$ cat src/pkg/psf_pkg.sv
`default_nettype none
package psf_pkg;
  // sample and buffer shape
  localparam int unsigned DATA_W = 24;
  localparam int unsigned DEPTH = 32;
  localparam int unsigned PTR_W = 5;
  localparam int unsigned CNT_W = 6;
  localparam int unsigned SUM_W = 29;
  // output word scaling: value / 4096 gives hPa
  localparam int unsigned PRESS_LSB_PER_HPA = 4096;
  localparam logic [5:0] DEPTH_CNT = 6'h20;

  // register map (7-bit register address)
  localparam logic [6:0] ADDR_CTRL2 = 7'h21;
  localparam logic [6:0] ADDR_ROUTE = 7'h23;
  localparam logic [6:0] ADDR_TRIG = 7'h24;
  localparam logic [6:0] ADDR_SRC = 7'h25;
  localparam logic [6:0] ADDR_PLO = 7'h28;
  localparam logic [6:0] ADDR_PMID = 7'h29;
  localparam logic [6:0] ADDR_PHI = 7'h2a;
  localparam logic [6:0] ADDR_QCTL = 7'h2e;
  localparam logic [6:0] ADDR_QSTAT = 7'h2f;
  localparam logic [7:0] REG_RST = 8'h00;
  localparam logic [23:0] OUT_RST = 24'h000000;

  // field positions
  localparam int unsigned CTRL2_EN_BIT = 6;
  localparam int unsigned CTRL2_STOP_BIT = 5;
  localparam int unsigned CTRL2_DEC_BIT = 4;
  localparam int unsigned ROUTE_DRDY_BIT = 0;
  localparam int unsigned ROUTE_OVR_BIT = 1;
  localparam int unsigned ROUTE_WTM_BIT = 2;
  localparam int unsigned SRC_IA_BIT = 2;
  localparam int unsigned QSTAT_WTM_BIT = 7;
  localparam int unsigned QSTAT_OVR_BIT = 6;
  localparam int unsigned QCTL_MODE_LSB = 5;
  localparam int unsigned SUB_INC_BIT = 7;

  // mode field codes
  localparam logic [2:0] MODE_BYPASS = 3'h0;
  localparam logic [2:0] MODE_FIFO = 3'h1;
  localparam logic [2:0] MODE_STREAM = 3'h2;
  localparam logic [2:0] MODE_S2F = 3'h3;
  localparam logic [2:0] MODE_B2S = 3'h4;
  localparam logic [2:0] MODE_MEAN = 3'h6;
  localparam logic [2:0] MODE_B2F = 3'h7;

  // decimation in averaging mode, counted in samples per output
  localparam logic [2:0] RATE_7HZ = 3'h2;
  localparam logic [2:0] RATE_12HZ5 = 3'h3;
  localparam logic [2:0] RATE_25HZ = 3'h4;
  localparam logic [4:0] DEC_N_7HZ = 5'h07;
  localparam logic [4:0] DEC_N_12HZ5 = 5'h0c;
  localparam logic [4:0] DEC_N_25HZ = 5'h19;

  typedef enum logic [2:0] {
    PSF_BHV_BYPASS = 3'b001,
    PSF_BHV_FILL = 3'b010,
    PSF_BHV_STREAM = 3'b100
  } psf_bhv_t;
endpackage
`default_nettype wire

$ cat src/rtl/psf_sample_fifo.sv
// Overview of operation
// - signed 24-bit sample in three bytes 28h-2Ah
// - buffer holds 32 complete sample words
// - enable bit and 3-bit mode select behaviour
// - status shows flags, count; routable to pin
// - bypass stores nothing, buffer stays empty
// - fill mode stops accepting when full
// - stop bit limits depth to watermark
// - stream mode overwrites oldest when full
// - stream until trigger, then fill mode
// - bypass until trigger, then stream
// - bypass until trigger, then fill
// - averaging mode, window set by watermark
// - averaged output optionally decimated per rate
// - averaging mode hides individual entries
// - each sample read presents oldest entry
// - burst pointer wraps 2Ah back to 28h while the buffer is enabled
// - data-ready flag on every new sample
`timescale 1ns/1ps
`default_nettype none
module psf_sample_fifo (
  input wire logic clk_i,
  input wire logic rstn_i,
  input wire logic sample_valid_i,
  input wire logic [23:0] sample_i,
  input wire logic interrupt_active_i,
  input wire logic [2:0] output_rate_i,
  input wire logic reg_sub_load_i,
  input wire logic [7:0] reg_sub_i,
  input wire logic reg_rd_i,
  input wire logic reg_wr_i,
  input wire logic [7:0] reg_wdata_i,
  output logic [7:0] reg_rdata_o,
  output logic ready_interrupt_pin_o,
  output logic [7:0] trigger_cfg_o
);
  logic [23:0] mem [psf_pkg::DEPTH];
  logic [7:0] ctrl2_q;
  logic [7:0] route_q;
  logic [7:0] trig_cfg_q;
  logic [7:0] qctl_q;
  logic [6:0] ptr_q;
  logic inc_q;
  logic [4:0] rd_q;
  logic [4:0] wr_q;
  logic [5:0] count_q;
  logic [5:0] count_d;
  logic signed [28:0] sum_q;
  logic [23:0] out_q;
  logic trig_q;
  logic drdy_q;
  logic ovr_q;
  logic wtm_q;
  logic pin_q;
  logic [7:0] rdata_q;

  logic fifo_en;
  logic stop_wm;
  logic dec_en;
  logic [2:0] mode;
  logic [4:0] wm;
  logic [2:0] shift;
  logic [5:0] limit;
  logic full;
  logic mean;
  psf_pkg::psf_bhv_t bhv;
  logic access;
  logic rd_acc;
  logic wr_acc;
  logic mode_wr;
  logic flush;
  logic push;
  logic drop;
  logic pop;
  logic [23:0] avg;
  logic mean_tick;
  logic signed [28:0] add_term;
  logic signed [28:0] sub_term;

  function automatic logic [2:0] win_shift(input logic [4:0] w);
    case (w)
      5'h01: win_shift = 3'h1;
      5'h03: win_shift = 3'h2;
      5'h07: win_shift = 3'h3;
      5'h0f: win_shift = 3'h4;
      5'h1f: win_shift = 3'h5;
      default: win_shift = 3'h1;
    endcase
  endfunction

  function automatic logic [6:0] next_ptr(input logic [6:0] p, input logic en);
    if (en && p == psf_pkg::ADDR_PHI) begin
      next_ptr = psf_pkg::ADDR_PLO;
    end else begin
      next_ptr = p + 7'h01;
    end
  endfunction

  assign fifo_en = ctrl2_q[psf_pkg::CTRL2_EN_BIT];
  assign stop_wm = ctrl2_q[psf_pkg::CTRL2_STOP_BIT];
  assign dec_en = ctrl2_q[psf_pkg::CTRL2_DEC_BIT];
  assign mode = qctl_q[7:psf_pkg::QCTL_MODE_LSB];
  assign wm = qctl_q[4:0];
  assign shift = win_shift(wm);

  assign access = (reg_rd_i || reg_wr_i) && !reg_sub_load_i;
  assign rd_acc = reg_rd_i && !reg_sub_load_i;
  assign wr_acc = reg_wr_i && !reg_sub_load_i;
  assign mode_wr = wr_acc && ptr_q == psf_pkg::ADDR_QCTL;

  // register pointer, loaded from the sub-address
  always_ff @(posedge clk_i or negedge rstn_i) begin
    if (!rstn_i) begin
      ptr_q <= 7'h00;
      inc_q <= 1'b0;
    end else if (reg_sub_load_i) begin
      ptr_q <= reg_sub_i[6:0];
      inc_q <= reg_sub_i[psf_pkg::SUB_INC_BIT];
    end else if (access && inc_q) begin
      ptr_q <= next_ptr(ptr_q, fifo_en);
    end
  end

  // writable registers
  always_ff @(posedge clk_i or negedge rstn_i) begin
    if (!rstn_i) begin
      ctrl2_q <= psf_pkg::REG_RST;
      route_q <= psf_pkg::REG_RST;
      trig_cfg_q <= psf_pkg::REG_RST;
      qctl_q <= psf_pkg::REG_RST;
    end else if (wr_acc) begin
      case (ptr_q)
        psf_pkg::ADDR_CTRL2: ctrl2_q <= reg_wdata_i;
        psf_pkg::ADDR_ROUTE: route_q <= reg_wdata_i;
        psf_pkg::ADDR_TRIG: trig_cfg_q <= reg_wdata_i;
        psf_pkg::ADDR_QCTL: qctl_q <= reg_wdata_i;
        default: ;
      endcase
    end
  end

  assign trigger_cfg_o = trig_cfg_q;

  // trigger seen since the mode was written or the buffer enabled
  always_ff @(posedge clk_i or negedge rstn_i) begin
    if (!rstn_i) begin
      trig_q <= 1'b0;
    end else if (!fifo_en || mode_wr) begin
      trig_q <= 1'b0;
    end else if (interrupt_active_i) begin
      trig_q <= 1'b1;
    end
  end

  // effective behaviour of the buffer
  always_comb begin
    bhv = psf_pkg::PSF_BHV_BYPASS;
    mean = 1'b0;
    if (fifo_en) begin
      case (mode)
        psf_pkg::MODE_BYPASS: bhv = psf_pkg::PSF_BHV_BYPASS;
        psf_pkg::MODE_FIFO: bhv = psf_pkg::PSF_BHV_FILL;
        psf_pkg::MODE_STREAM: bhv = psf_pkg::PSF_BHV_STREAM;
        psf_pkg::MODE_S2F: begin
          bhv = trig_q ? psf_pkg::PSF_BHV_FILL : psf_pkg::PSF_BHV_STREAM;
        end
        psf_pkg::MODE_B2S: begin
          bhv = trig_q ? psf_pkg::PSF_BHV_STREAM : psf_pkg::PSF_BHV_BYPASS;
        end
        psf_pkg::MODE_B2F: begin
          bhv = trig_q ? psf_pkg::PSF_BHV_FILL : psf_pkg::PSF_BHV_BYPASS;
        end
        psf_pkg::MODE_MEAN: begin
          bhv = psf_pkg::PSF_BHV_STREAM;
          mean = 1'b1;
        end
        default: bhv = psf_pkg::PSF_BHV_BYPASS;
      endcase
    end
  end

  // usable depth
  always_comb begin
    if (mean) begin
      limit = 6'h01 << shift;
    end else if (stop_wm && wm != 5'h00) begin
      limit = {1'b0, wm};
    end else begin
      limit = psf_pkg::DEPTH_CNT;
    end
  end

  assign full = count_q >= limit;
  assign flush = bhv == psf_pkg::PSF_BHV_BYPASS || mode_wr;
  // a pop in the same cycle frees the slot, so nothing is lost
  assign push = sample_valid_i && !flush
    && (!full || pop || bhv == psf_pkg::PSF_BHV_STREAM);
  assign drop = push && full && !pop;
  assign pop = rd_acc && ptr_q == psf_pkg::ADDR_PHI && !mean && count_q != 6'h00;

  always_comb begin
    count_d = count_q;
    if (push && !drop) begin
      count_d = count_d + 6'h01;
    end
    if (pop) begin
      count_d = count_d - 6'h01;
    end
  end

  // storage and pointers
  always_ff @(posedge clk_i) begin
    if (push) begin
      mem[wr_q] <= sample_i;
    end
  end

  always_ff @(posedge clk_i or negedge rstn_i) begin
    if (!rstn_i) begin
      wr_q <= 5'h00;
      rd_q <= 5'h00;
      count_q <= 6'h00;
    end else if (flush) begin
      rd_q <= wr_q;
      count_q <= 6'h00;
    end else begin
      if (push) begin
        wr_q <= wr_q + 5'h01;
      end
      rd_q <= rd_q + 5'(drop) + 5'(pop);
      count_q <= count_d;
    end
  end

  // running sum for the moving average
  assign add_term = {{5{sample_i[23]}}, sample_i};
  assign sub_term = drop ? {{5{mem[rd_q][23]}}, mem[rd_q]} : 29'sh0000000;

  always_ff @(posedge clk_i or negedge rstn_i) begin
    if (!rstn_i) begin
      sum_q <= 29'sh0000000;
    end else if (flush || !mean) begin
      sum_q <= 29'sh0000000;
    end else if (push) begin
      sum_q <= sum_q + add_term - sub_term;
    end
  end

  psf_decim u_decim (
    .clk_i(clk_i),
    .rstn_i(rstn_i),
    .sample_i(push && mean),
    .dec_en_i(dec_en),
    .rate_i(output_rate_i),
    .tick_o(mean_tick)
  );

  psf_mean u_mean (
    .sum_i(sum_q),
    .shift_i(shift),
    .avg_o(avg)
  );

  // output word: live sample, average, or oldest stored entry
  always_ff @(posedge clk_i or negedge rstn_i) begin
    if (!rstn_i) begin
      out_q <= psf_pkg::OUT_RST;
    end else if (bhv == psf_pkg::PSF_BHV_BYPASS) begin
      if (sample_valid_i) begin
        out_q <= sample_i;
      end
    end else if (mean) begin
      if (mean_tick) begin
        out_q <= avg;
      end
    end else if (count_q != 6'h00) begin
      out_q <= mem[rd_q];
    end
  end

  // event flags; a set in the same cycle beats the clear
  always_ff @(posedge clk_i or negedge rstn_i) begin
    if (!rstn_i) begin
      drdy_q <= 1'b0;
    end else if (sample_valid_i) begin
      drdy_q <= 1'b1;
    end else if (rd_acc && ptr_q == psf_pkg::ADDR_PHI) begin
      drdy_q <= 1'b0;
    end
  end

  always_ff @(posedge clk_i or negedge rstn_i) begin
    if (!rstn_i) begin
      ovr_q <= 1'b0;
    end else if (sample_valid_i && !flush && full) begin
      ovr_q <= 1'b1;
    end else if (rd_acc && ptr_q == psf_pkg::ADDR_QSTAT) begin
      ovr_q <= 1'b0;
    end
  end

  always_ff @(posedge clk_i or negedge rstn_i) begin
    if (!rstn_i) begin
      wtm_q <= 1'b0;
    end else begin
      wtm_q <= wm != 5'h00 && count_q >= {1'b0, wm};
    end
  end

  always_ff @(posedge clk_i or negedge rstn_i) begin
    if (!rstn_i) begin
      pin_q <= 1'b0;
    end else begin
      pin_q <= (route_q[psf_pkg::ROUTE_DRDY_BIT] && drdy_q)
        || (route_q[psf_pkg::ROUTE_OVR_BIT] && ovr_q)
        || (route_q[psf_pkg::ROUTE_WTM_BIT] && wtm_q);
    end
  end

  assign ready_interrupt_pin_o = pin_q;

  // read data, one cycle after the access
  always_ff @(posedge clk_i or negedge rstn_i) begin
    if (!rstn_i) begin
      rdata_q <= psf_pkg::REG_RST;
    end else if (rd_acc) begin
      case (ptr_q)
        psf_pkg::ADDR_CTRL2: rdata_q <= ctrl2_q;
        psf_pkg::ADDR_ROUTE: rdata_q <= route_q;
        psf_pkg::ADDR_TRIG: rdata_q <= trig_cfg_q;
        psf_pkg::ADDR_SRC: begin
          rdata_q <= 8'(interrupt_active_i) << psf_pkg::SRC_IA_BIT;
        end
        psf_pkg::ADDR_PLO: rdata_q <= out_q[7:0];
        psf_pkg::ADDR_PMID: rdata_q <= out_q[15:8];
        psf_pkg::ADDR_PHI: rdata_q <= out_q[23:16];
        psf_pkg::ADDR_QCTL: rdata_q <= qctl_q;
        psf_pkg::ADDR_QSTAT: rdata_q <= {wtm_q, ovr_q, count_q};
        default: rdata_q <= 8'h00;
      endcase
    end
  end

  assign reg_rdata_o = rdata_q;

  AST_DISABLED_BYPASS: assert property (@(posedge clk_i) disable iff (!rstn_i)
    !fifo_en |-> ##1 count_q == 6'h00)
    else $error("buffer holds data while disabled");

  AST_BYPASS_EMPTY: assert property (@(posedge clk_i) disable iff (!rstn_i)
    fifo_en && mode == psf_pkg::MODE_BYPASS && sample_valid_i |=> count_q == 6'h00)
    else $error("bypass mode stored a sample");

  AST_COUNT_MAX: assert property (@(posedge clk_i) disable iff (!rstn_i)
    count_q <= psf_pkg::DEPTH_CNT)
    else $error("count above buffer depth");

  AST_FILL_STOP: assert property (@(posedge clk_i) disable iff (!rstn_i)
    bhv == psf_pkg::PSF_BHV_FILL && full && sample_valid_i && !pop && !mode_wr
    |=> count_q == $past(count_q) && wr_q == $past(wr_q))
    else $error("fill mode accepted a sample while full");

  AST_STREAM_DROP: assert property (@(posedge clk_i) disable iff (!rstn_i)
    bhv == psf_pkg::PSF_BHV_STREAM && full && sample_valid_i && !pop && !mode_wr
    |=> rd_q == $past(rd_q) + 5'h01 && count_q == $past(count_q))
    else $error("stream mode did not drop oldest entry");

  AST_OVERRUN: assert property (@(posedge clk_i) disable iff (!rstn_i)
    sample_valid_i && !flush && full |=> ovr_q)
    else $error("overrun flag not set");

  AST_WATERMARK: assert property (@(posedge clk_i) disable iff (!rstn_i)
    wm != 5'h00 && count_q < {1'b0, wm} |=> !wtm_q)
    else $error("threshold flag set below watermark");

  AST_BURST_WRAP: assert property (@(posedge clk_i) disable iff (!rstn_i)
    access && inc_q && fifo_en && ptr_q == psf_pkg::ADDR_PHI |=> ptr_q == psf_pkg::ADDR_PLO)
    else $error("burst pointer did not wrap");

  AST_DRDY: assert property (@(posedge clk_i) disable iff (!rstn_i)
    sample_valid_i |=> drdy_q)
    else $error("data ready not raised on sample");

  AST_MEAN_NO_POP: assert property (@(posedge clk_i) disable iff (!rstn_i)
    mean && rd_acc && ptr_q == psf_pkg::ADDR_PHI && !sample_valid_i && !mode_wr
    |=> count_q == $past(count_q))
    else $error("averaging mode popped an entry");

  AST_EMPTY_HOLD: assert property (@(posedge clk_i) disable iff (!rstn_i)
    !mean && bhv != psf_pkg::PSF_BHV_BYPASS && count_q == 6'h00 && !push
    |=> out_q == $past(out_q))
    else $error("output changed while buffer empty");
endmodule
`default_nettype wire

$ cat src/rtl/psf_decim.sv
`timescale 1ns/1ps
`default_nettype none
module psf_decim (
  input wire logic clk_i,
  input wire logic rstn_i,
  input wire logic sample_i,
  input wire logic dec_en_i,
  input wire logic [2:0] rate_i,
  output logic tick_o
);
  logic [4:0] cnt_q;
  logic [4:0] n;

  always_comb begin
    case (rate_i)
      psf_pkg::RATE_7HZ: n = psf_pkg::DEC_N_7HZ;
      psf_pkg::RATE_12HZ5: n = psf_pkg::DEC_N_12HZ5;
      psf_pkg::RATE_25HZ: n = psf_pkg::DEC_N_25HZ;
      default: n = 5'h01;
    endcase
  end

  always_ff @(posedge clk_i or negedge rstn_i) begin
    if (!rstn_i) begin
      cnt_q <= 5'h00;
      tick_o <= 1'b0;
    end else if (!dec_en_i) begin
      cnt_q <= 5'h00;
      tick_o <= sample_i;
    end else if (sample_i) begin
      if (cnt_q >= n - 5'h01) begin
        cnt_q <= 5'h00;
        tick_o <= 1'b1;
      end else begin
        cnt_q <= cnt_q + 5'h01;
        tick_o <= 1'b0;
      end
    end else begin
      tick_o <= 1'b0;
    end
  end
endmodule
`default_nettype wire

$ cat src/rtl/psf_mean.sv
`timescale 1ns/1ps
`default_nettype none
module psf_mean (
  input wire logic signed [28:0] sum_i,
  input wire logic [2:0] shift_i,
  output logic [23:0] avg_o
);
  logic signed [28:0] q;

  // arithmetic shift keeps the sign of the two's complement sum
  always_comb begin
    q = sum_i >>> shift_i;
    avg_o = q[23:0];
  end
endmodule
`default_nettype wire

$ cat config.mk
export PLATFORM = sky130hd
export DESIGN_NAME = psf_sample_fifo
export DESIGN_NICKNAME = d
export VERILOG_FILES = /design/src/pkg/psf_pkg.sv /design/src/rtl/psf_sample_fifo.sv /design/src/rtl/psf_decim.sv /design/src/rtl/psf_mean.sv
export SDC_FILE = /design/constraint.sdc
export NUM_CORES = 1
export LEC_CHECK = 0
export ABC_AREA = 1
export ABC_CLOCK_PERIOD_IN_PS = 8400
export BUFFER_PORTS_ARGS = -buffer_cell sky130_fd_sc_hd__buf_2
export CORE_MARGIN = 5
export CORE_UTILIZATION = 45
export CTS_CLUSTER_DIAMETER = 50
export CTS_CLUSTER_SIZE = 14
export DETAILED_ROUTE_END_ITERATION = 8
export PLACE_DENSITY = 0.64
export RECOVER_POWER = 100
export SYNTH_ARGS = -nofsm -noshare
export SYNTH_HDL_FRONTEND = slang
export SYNTH_HIERARCHICAL = 1
export SYNTH_SLANG_ARGS = --single-unit
$ cat constraint.sdc
create_clock -name clk_i -period 8.4 [get_ports clk_i]
set_clock_uncertainty 0.2 [all_clocks]
set_input_delay 0.84 -clock clk_i [delete_from_list [all_inputs] [get_ports clk_i]]
set_output_delay 0.84 -clock clk_i [all_outputs]
set_load 0.03 [all_outputs]
==> flow_metrics.py, run 1 <==
metrics = {
    "global_routing": {
        "grt_pass1_wl_um": 174000,
        "antenna_found_initial": 0,
        "grt_max_degree": 171,
        "grt_overflow": 0,
        "grt_pass1_vias": 27500,
        "globalRouteTotalUtil_pct": 23.3,
    },
    "finish": {
        "fin_cells": 5036,
        "stdcell_area_mm2": 0.0449,
        "antenna_cells": 0,
        "multiInputGateArea_mm2": 0.0126,
        "seq_area_mm2": 0.0263,
        "mostFrequentLayoutCell": "edfxtp_1",
        "drive_gt1_share_pct": 5.93,
        "fin_nets": 3924,
        "final_cell_mix": "edfxtp_1, nor2_1, nand2_1",
        "n_fill_cell": 8085,
        "area_delta_synth_final_pct": 10.1,
    },
    "timing": {
        "hold_viol": 0,
        "worstMarginPinSlew_ns": 3.72,
        "timing.slew.headroom_pct": -149,
        "fin_setup_tns_ns": 0,
        "maxSlewViolCount": 1197,
        "period_needed_ns": 7.24,
        "post-route-period-util_pct": 86.2,
        "hold_ws_ns": 0.170,
        "rsz0062_at_grt": "no",
        "clock.fmax_mhz": 138,
        "setup_viol_count_final": 0,
    },
    "worst_setup_path": {
        "crit_family": "simple AND/OR/NAND/NOR gates",
        "cp_data_arrival_time_ns": 7.21,
        "cp_max_fo": 34,
        "cp_cell_sequence": "inv_1 -> nand4_4 -> inv_1 -> o21ai_0 -> nand2_1 -> ha_1 -> a21o_1 -> nor2_1 -> nand3_1 -> nand3_1 -> nand2_1 -> inv_1 -> nand2_1 -> nor2_1",
        "end_kind": "flop",
        "path_buf_inv": 3,
        "required_ns": 8.37,
        "crit_slowest_cell": "nor2_1",
        "worstSetupPathType": "flop to flop",
        "crit_path_start_kind": "flop",
        "slowest_delay_ns": 2.78,
    },
    "min_path": {
        "hold_class": "primary input to flop",
    },
    "floorplan": {
        "die_x_um": 311,
        "die_area_mm2": 0.0967,
        "rows": 110,
        "initial_core_util_pct": 45.3,
        "ios": 67,
        "die_h_um": 311,
        "core_mm2": 0.0900,
    },
    "clock_tree": {
        "cts_buffer_depth": 3,
        "cts_tree": "built",
        "cts_max_level": 3,
        "cts_post_setup_buffers_inserted": 0,
        "cts-root-buf": "clkbuf_16",
        "cts_made_buffers": 95,
        "clk_pin_slew_ns": 0.07,
        "clock-sinks": 896,
        "clock_latency_ns": 0.68,
    },
    "route": {
        "wl_um": 116000,
        "avgRoutedWirePerCell_um": 23.1,
        "vias": 29200,
        "postRouteAntennaNets": 0,
        "vias_per_cell": 5.79,
        "first_pass_iters": 6,
        "drt-initial-drc-count": 3195,
        "drc_errors": 0,
    },
    "yosys": {
        "synth-async-reset-ratio_pct": 14.3,
        "synthesis.instances": 3794,
        "synth_top_area_share_pct": 56.6,
        "yosysSeqAreaShare_pct": 64.4,
        "synth_cell_type_count": 52,
        "synth_ff_type": "edfxtp_1",
        "synth_edf_count": 768,
        "yosys_warnings": 6,
        "synth_seq_cells": 896,
        "syn_avg_cell_area_um2": 10.7,
        "netlist_area_mm2": 0.0408,
        "yosys.area.top_type": "edfxtp_1",
        "synth_area_leaders": "edfxtp_1, dfrtp_1, o21ai_0",
        "synth_fp_nets": 3933,
    },
    "placed_design": {
        "dpl-instance-area_mm2": 0.0422,
        "dp_cells": 4863,
        "numPortBuffers": 66,
        "place.gp.congestion": 0.940,
        "hpwlAfterDp_um": 69600,
    },
    "pwr": {
        "vdd_drop_max_v": 0.000193,
        "p_leak_nw": 16.2,
        "power_density_mw_per_mm2": 256,
    },
    "status": {
        "violations": "max-capacitance violations, max-slew violations",
        "outcome": "finished, violations left",
    },
    "flow_run": {
        "cap_violations": 43,
    },
}
-- through the flow --
step | total power [mW] | worst slack, ns | utilization, %
4_1_cts | 11.5 | 2.17 | 50.3
6_report | 11.5 | 1.16 | 49.8
5_1_grt | 12.0 | 0.831 | 49.8
3_3_place_gp | 7.45 | 2.33 | 46.9
2_1_floorplan | 6.61 | 3.47 | -
3_5_place_dp | 7.46 | 2.23 | 46.9
-- routing by layer --
| layer | GRT usage, % | vias to the layer above | part of all wire, % |
|---|---|---|---|
| li1 | - | 13400 | - |
| met1 | 33.0 | 14300 | 43 |
| met2 | 36.6 | 1233 | 46 |
| met3 | 4.52 | 220 | 7.8 |
| met4 | 7.68 | 0 | 3.8 |
| met5 | 0 | - | 0 |
-- logic make-up (layout without fill, tap and decap cells) --
| family | after synthesis | in the layout | share of synthesized area, % |
|---|---|---|---|
| xor+xnor | 36 | 36 | 0.774 |
| simple gates | 1499 | 1499 | 15.5 |
| compound gates | 838 | 838 | 11.6 |
| flops | 896 | 896 | 64.4 |
| buf+inv | 436 | 502 | 4.41 |
| fa+ha+maj | 89 | 89 | 3.27 |
-- registers in the layout, summed over array words and instances (netlist names), 8 cells and up --
register	cells
ctrl2_q	8
mem	768
out_q	24
qctl_q	8
reg_rdata_o	8
route_q	8
sum_q	29
trigger_cfg_o	8
-- final timing paths --
check,slack [ns],endpoint,from,depth (start not counted)
worst max-delay path,1.16,mem[30][11],qctl_q[5],14
worst min-delay path,0.17,inc_q,reg_sub_i[7],3
worst max register to register,1.16,mem[30][11],qctl_q[5],14
worst min register to register,0.28,out_q[22],out_q[22],2
max in group asynchronous,2.78,rd_q[0],rstn_i,3
min in group asynchronous,1.67,ptr_q[4],rstn_i,2
-- tightest hold or removal path, delay by kind of cell --
kind | cells | cell delay [ns]
buffers and inverters | 1 | 0.07
AND/OR/NAND/NOR | 2 | 0.10
-- cells in the mapped netlist, types with 19 or more instances --
master,count
nand2_1,572
inv_1,220
xor2_1,19
o22ai_1,117
clkbuf_1,117
buf_2,60
ha_1,60
nand3_1,213
o21ai_0,461
fa_1,29
edfxtp_1,768
o211ai_1,91
nor2_1,605
o21ai_1,23
nand4_1,60
a21oi_1,95
dfrtp_1,128
-- layout make-up --
| cell class | instances | share of cell area (%) |
|---|---|---|
| tap | 1176 | 3.28 |
| clock buffer | 105 | 5.41 |
| timing repair buffer | 98 | 1.18 |
| sequential | 896 | 58.6 |
| multi-input combinational | 2462 | 28.1 |
| inverter | 232 | 1.97 |
| clock inverter | 67 | 1.47 |
-- report_power, final --
part	total (mW)	internal [mW]	switching (mW)
combinational	2.35	0.680	1.67
clock	4.11	2.26	1.85
sequential	5.03	4.89	0.137
-- repair_timing --
action,CTS,global route
gates resized for setup,0,0
endpoints found under the hold margin,61,0
hold buffers,1,0
(Power assumes the default switching activity.)
==> inputs of run 2 (changes only) <==
--- a/config.mk
+++ b/config.mk
@@ -9,11 +9,11 @@
 export ABC_CLOCK_PERIOD_IN_PS = 8400
 export BUFFER_PORTS_ARGS = -buffer_cell sky130_fd_sc_hd__buf_2
 export CORE_MARGIN = 5
-export CORE_UTILIZATION = 45
+export CORE_UTILIZATION = 54
 export CTS_CLUSTER_DIAMETER = 50
 export CTS_CLUSTER_SIZE = 14
 export DETAILED_ROUTE_END_ITERATION = 8
-export PLACE_DENSITY = 0.64
+export PLACE_DENSITY = 0.74
 export RECOVER_POWER = 100
 export SYNTH_ARGS = -nofsm -noshare
 export SYNTH_HDL_FRONTEND = slang
==> constraint.sdc (replaced) <==
create_clock -name clk_i -period 8.4 [get_ports clk_i]
set_clock_uncertainty 0.2 [all_clocks]
set_input_delay 0.84 -clock clk_i [delete_from_list [all_inputs] [get_ports clk_i]]
set_output_delay 0.84 -clock clk_i [all_outputs]
set_load 0.1 [all_outputs]
==> flow_metrics.py, run 2 (synthesis results as in run 1) <==
metrics = {
    "status": {
        "outcome": "finished, violations left",
        "violations": "max-capacitance violations, max-slew violations",
    },
    "pwr": {
        "power_density_mw_per_mm2": 259,
        "vdd_drop_max_v": 0.000188,
        "p_leak_nw": 16.2,
    },
    "floorplan": {
        "die_area_mm2": 0.0811,
        "die_x_um": 285,
        "die_h_um": 285,
        "ios": 67,
        "rows": 100,
        "initial_core_util_pct": 54.6,
        "core_mm2": 0.0747,
    },
    "worst_setup_path": {
        "ff2ff_path_depth": 13,
        "slowest_delay_ns": 2.71,
        "cp_cell_sequence": "nand4_4 -> inv_1 -> a32oi_1 -> ha_1 -> inv_1 -> nor2_1 -> o21ai_0 -> nand3_1 -> nand3_1 -> nand2_1 -> inv_1 -> nand2_1 -> nor2_1",
        "reg2reg_from": "ctrl2_q[6]",
        "reg2reg_slack_ns": 1.28,
        "crit_slowest_cell": "nor2_1",
        "end_kind": "flop",
        "required_ns": 8.37,
        "crit_family": "simple AND/OR/NAND/NOR gates",
        "worstSetupPathType": "flop to flop",
        "crit_path_frequent_cell": "inv_1",
        "path_buf_inv": 3,
        "cp_max_fo": 34,
        "r2r-end": "mem[15][23]",
        "cp_data_arrival_time_ns": 7.09,
        "crit_path_start_kind": "flop",
    },
    "timing": {
        "setup_viol_count_final": 0,
        "worstMarginPinSlew_ns": 3.58,
        "fin_setup_tns_ns": 0,
        "timing.slew.headroom_pct": -140,
        "rsz0062_at_grt": "no",
        "clock.fmax_mhz": 141,
        "maxSlewViolCount": 1290,
        "hold_ws_ns": 0.189,
        "period_needed_ns": 7.12,
        "hold_viol": 0,
        "post-route-period-util_pct": 84.7,
    },
    "global_routing": {
        "antenna_found_initial": 1,
        "grt_pass1_wl_um": 169000,
        "grt_pass1_vias": 27700,
        "grt_overflow": 0,
        "globalRouteTotalUtil_pct": 27.2,
        "grt_max_degree": 205,
    },
    "route": {
        "drc_errors": 0,
        "postRouteAntennaNets": 0,
        "vias_per_cell": 6.11,
        "avgRoutedWirePerCell_um": 23.5,
        "first_pass_iters": 6,
        "wl_um": 113000,
        "drt-initial-drc-count": 3762,
        "vias": 29400,
    },
    "finish": {
        "area_delta_synth_final_pct": 9.20,
        "final_cell_mix": "edfxtp_1, nor2_1, nand2_1",
        "largest_reg_flops": 768,
        "fin_nets": 3921,
        "antenna_cells": 0,
        "drive_gt1_share_pct": 5.52,
        "reg_top3": "mem (768), sum_q (29), out_q (24)",
        "mostFrequentLayoutCell": "edfxtp_1",
        "largest_register": "mem",
    },
    "clock_tree": {
        "clock-sinks": 896,
        "clock_latency_ns": 0.67,
        "cts_resized": 0,
        "clk_pin_slew_ns": 0.07,
        "cts_made_buffers": 90,
        "cts_max_level": 3,
        "postCtsHoldBufs": 1,
        "cts_tree": "built",
        "cts-root-buf": "clkbuf_16",
        "cts_post_setup_buffers_inserted": 0,
        "cts_buffer_depth": 3,
    },
    "min_path": {
        "holdPathEnd": "inc_q",
        "hold_start": "reg_sub_i[7]",
        "hold_class": "primary input to flop",
        "holdPathStages": 3,
    },
    "placed_design": {
        "place.gp.congestion": 0.936,
        "numPortBuffers": 66,
        "hpwlAfterDp_um": 67200,
    },
    "flow_run": {
        "cap_violations": 46,
    },
}
## run 2: changes by cell type in the layout (fill, tap and decap cells not counted), moves of 2 or more
cell	before	now
clkinv_2	13	7
clkinv_4	12	6
clkbuf_16	95	92
inv_6	11	4
buf_4	16	20
bufinv_16	4	9
clkinvlp_4	5	3
## run 2: worst max path at each step
stage | start | to | slack [ns] | cells after the start
after floorplan | qctl_q[5] | sum_q[27] | 3.47 | 29
after global placement | qctl_q[5] | sum_q[27] | 2.30 | 26
after detailed placement | qctl_q[5] | sum_q[27] | 2.21 | 27
after CTS | qctl_q[5] | sum_q[27] | 2.15 | 27
after global routing | ctrl2_q[6] | sum_q[27] | 0.85 | 26
final | ctrl2_q[6] | mem[15][23] | 1.28 | 13
## run 2: where the power goes
group / switching [mW] / internal (mW) / total [mW] / leakage (nW)
registers: 0.113 / 4.89 / 5.00 / 8.57
logic: 1.77 / 0.683 / 2.46 / 6.14
clock network: 1.75 / 2.30 / 4.06 / 1.43
## run 2: worst register-to-register path, stage by stage (launching register included)
cell	delay, ns
dfrtp_1	0.51
nand4_4	0.57
inv_1	0.92
a32oi_1	0.21
ha_1	0.34
inv_1	0.06
nor2_1	0.03
o21ai_0	0.16
nand3_1	0.16
nand3_1	0.10
nand2_1	0.16
inv_1	0.20
nand2_1	0.29
nor2_1	2.71
## run 2: cell type report
type / count / area [um^2]
clock buffers: 102 / 2340
clock inverters: 49 / 628
fillers: 5959 / 30200
inverters: 232 / 883
multi-input cells: 2462 / 12600
flip-flops and latches: 896 / 26300
well taps: 969 / 1210
repair buffers: 100 / 552
## run 2: per-layer routing
layer / GRT usage [%] / wire length, um
met1: 37.5 / 44800
met2: 42.2 / 51100
met3: 6.01 / 11900
met4: 11.2 / 5060
met5: 0 / 0
## run 2: through the flow
stage / area (um^2) / setup WS (ns) / power (mW) / util [%] / cells
2_1_floorplan: 40800 / 3.47 / 6.65 / - / 3794
3_3_place_gp: 41900 / 2.30 / 7.46 / 56.1 / 4658
3_5_place_dp: 41900 / 2.21 / 7.49 / 56.1 / 4658
4_1_cts: 44900 / 2.15 / 11.5 / 60.1 / 4810
5_1_grt: 44500 / 0.851 / 11.9 / 59.6 / 4810
6_report: 44500 / 1.28 / 11.5 / 59.6 / 4810
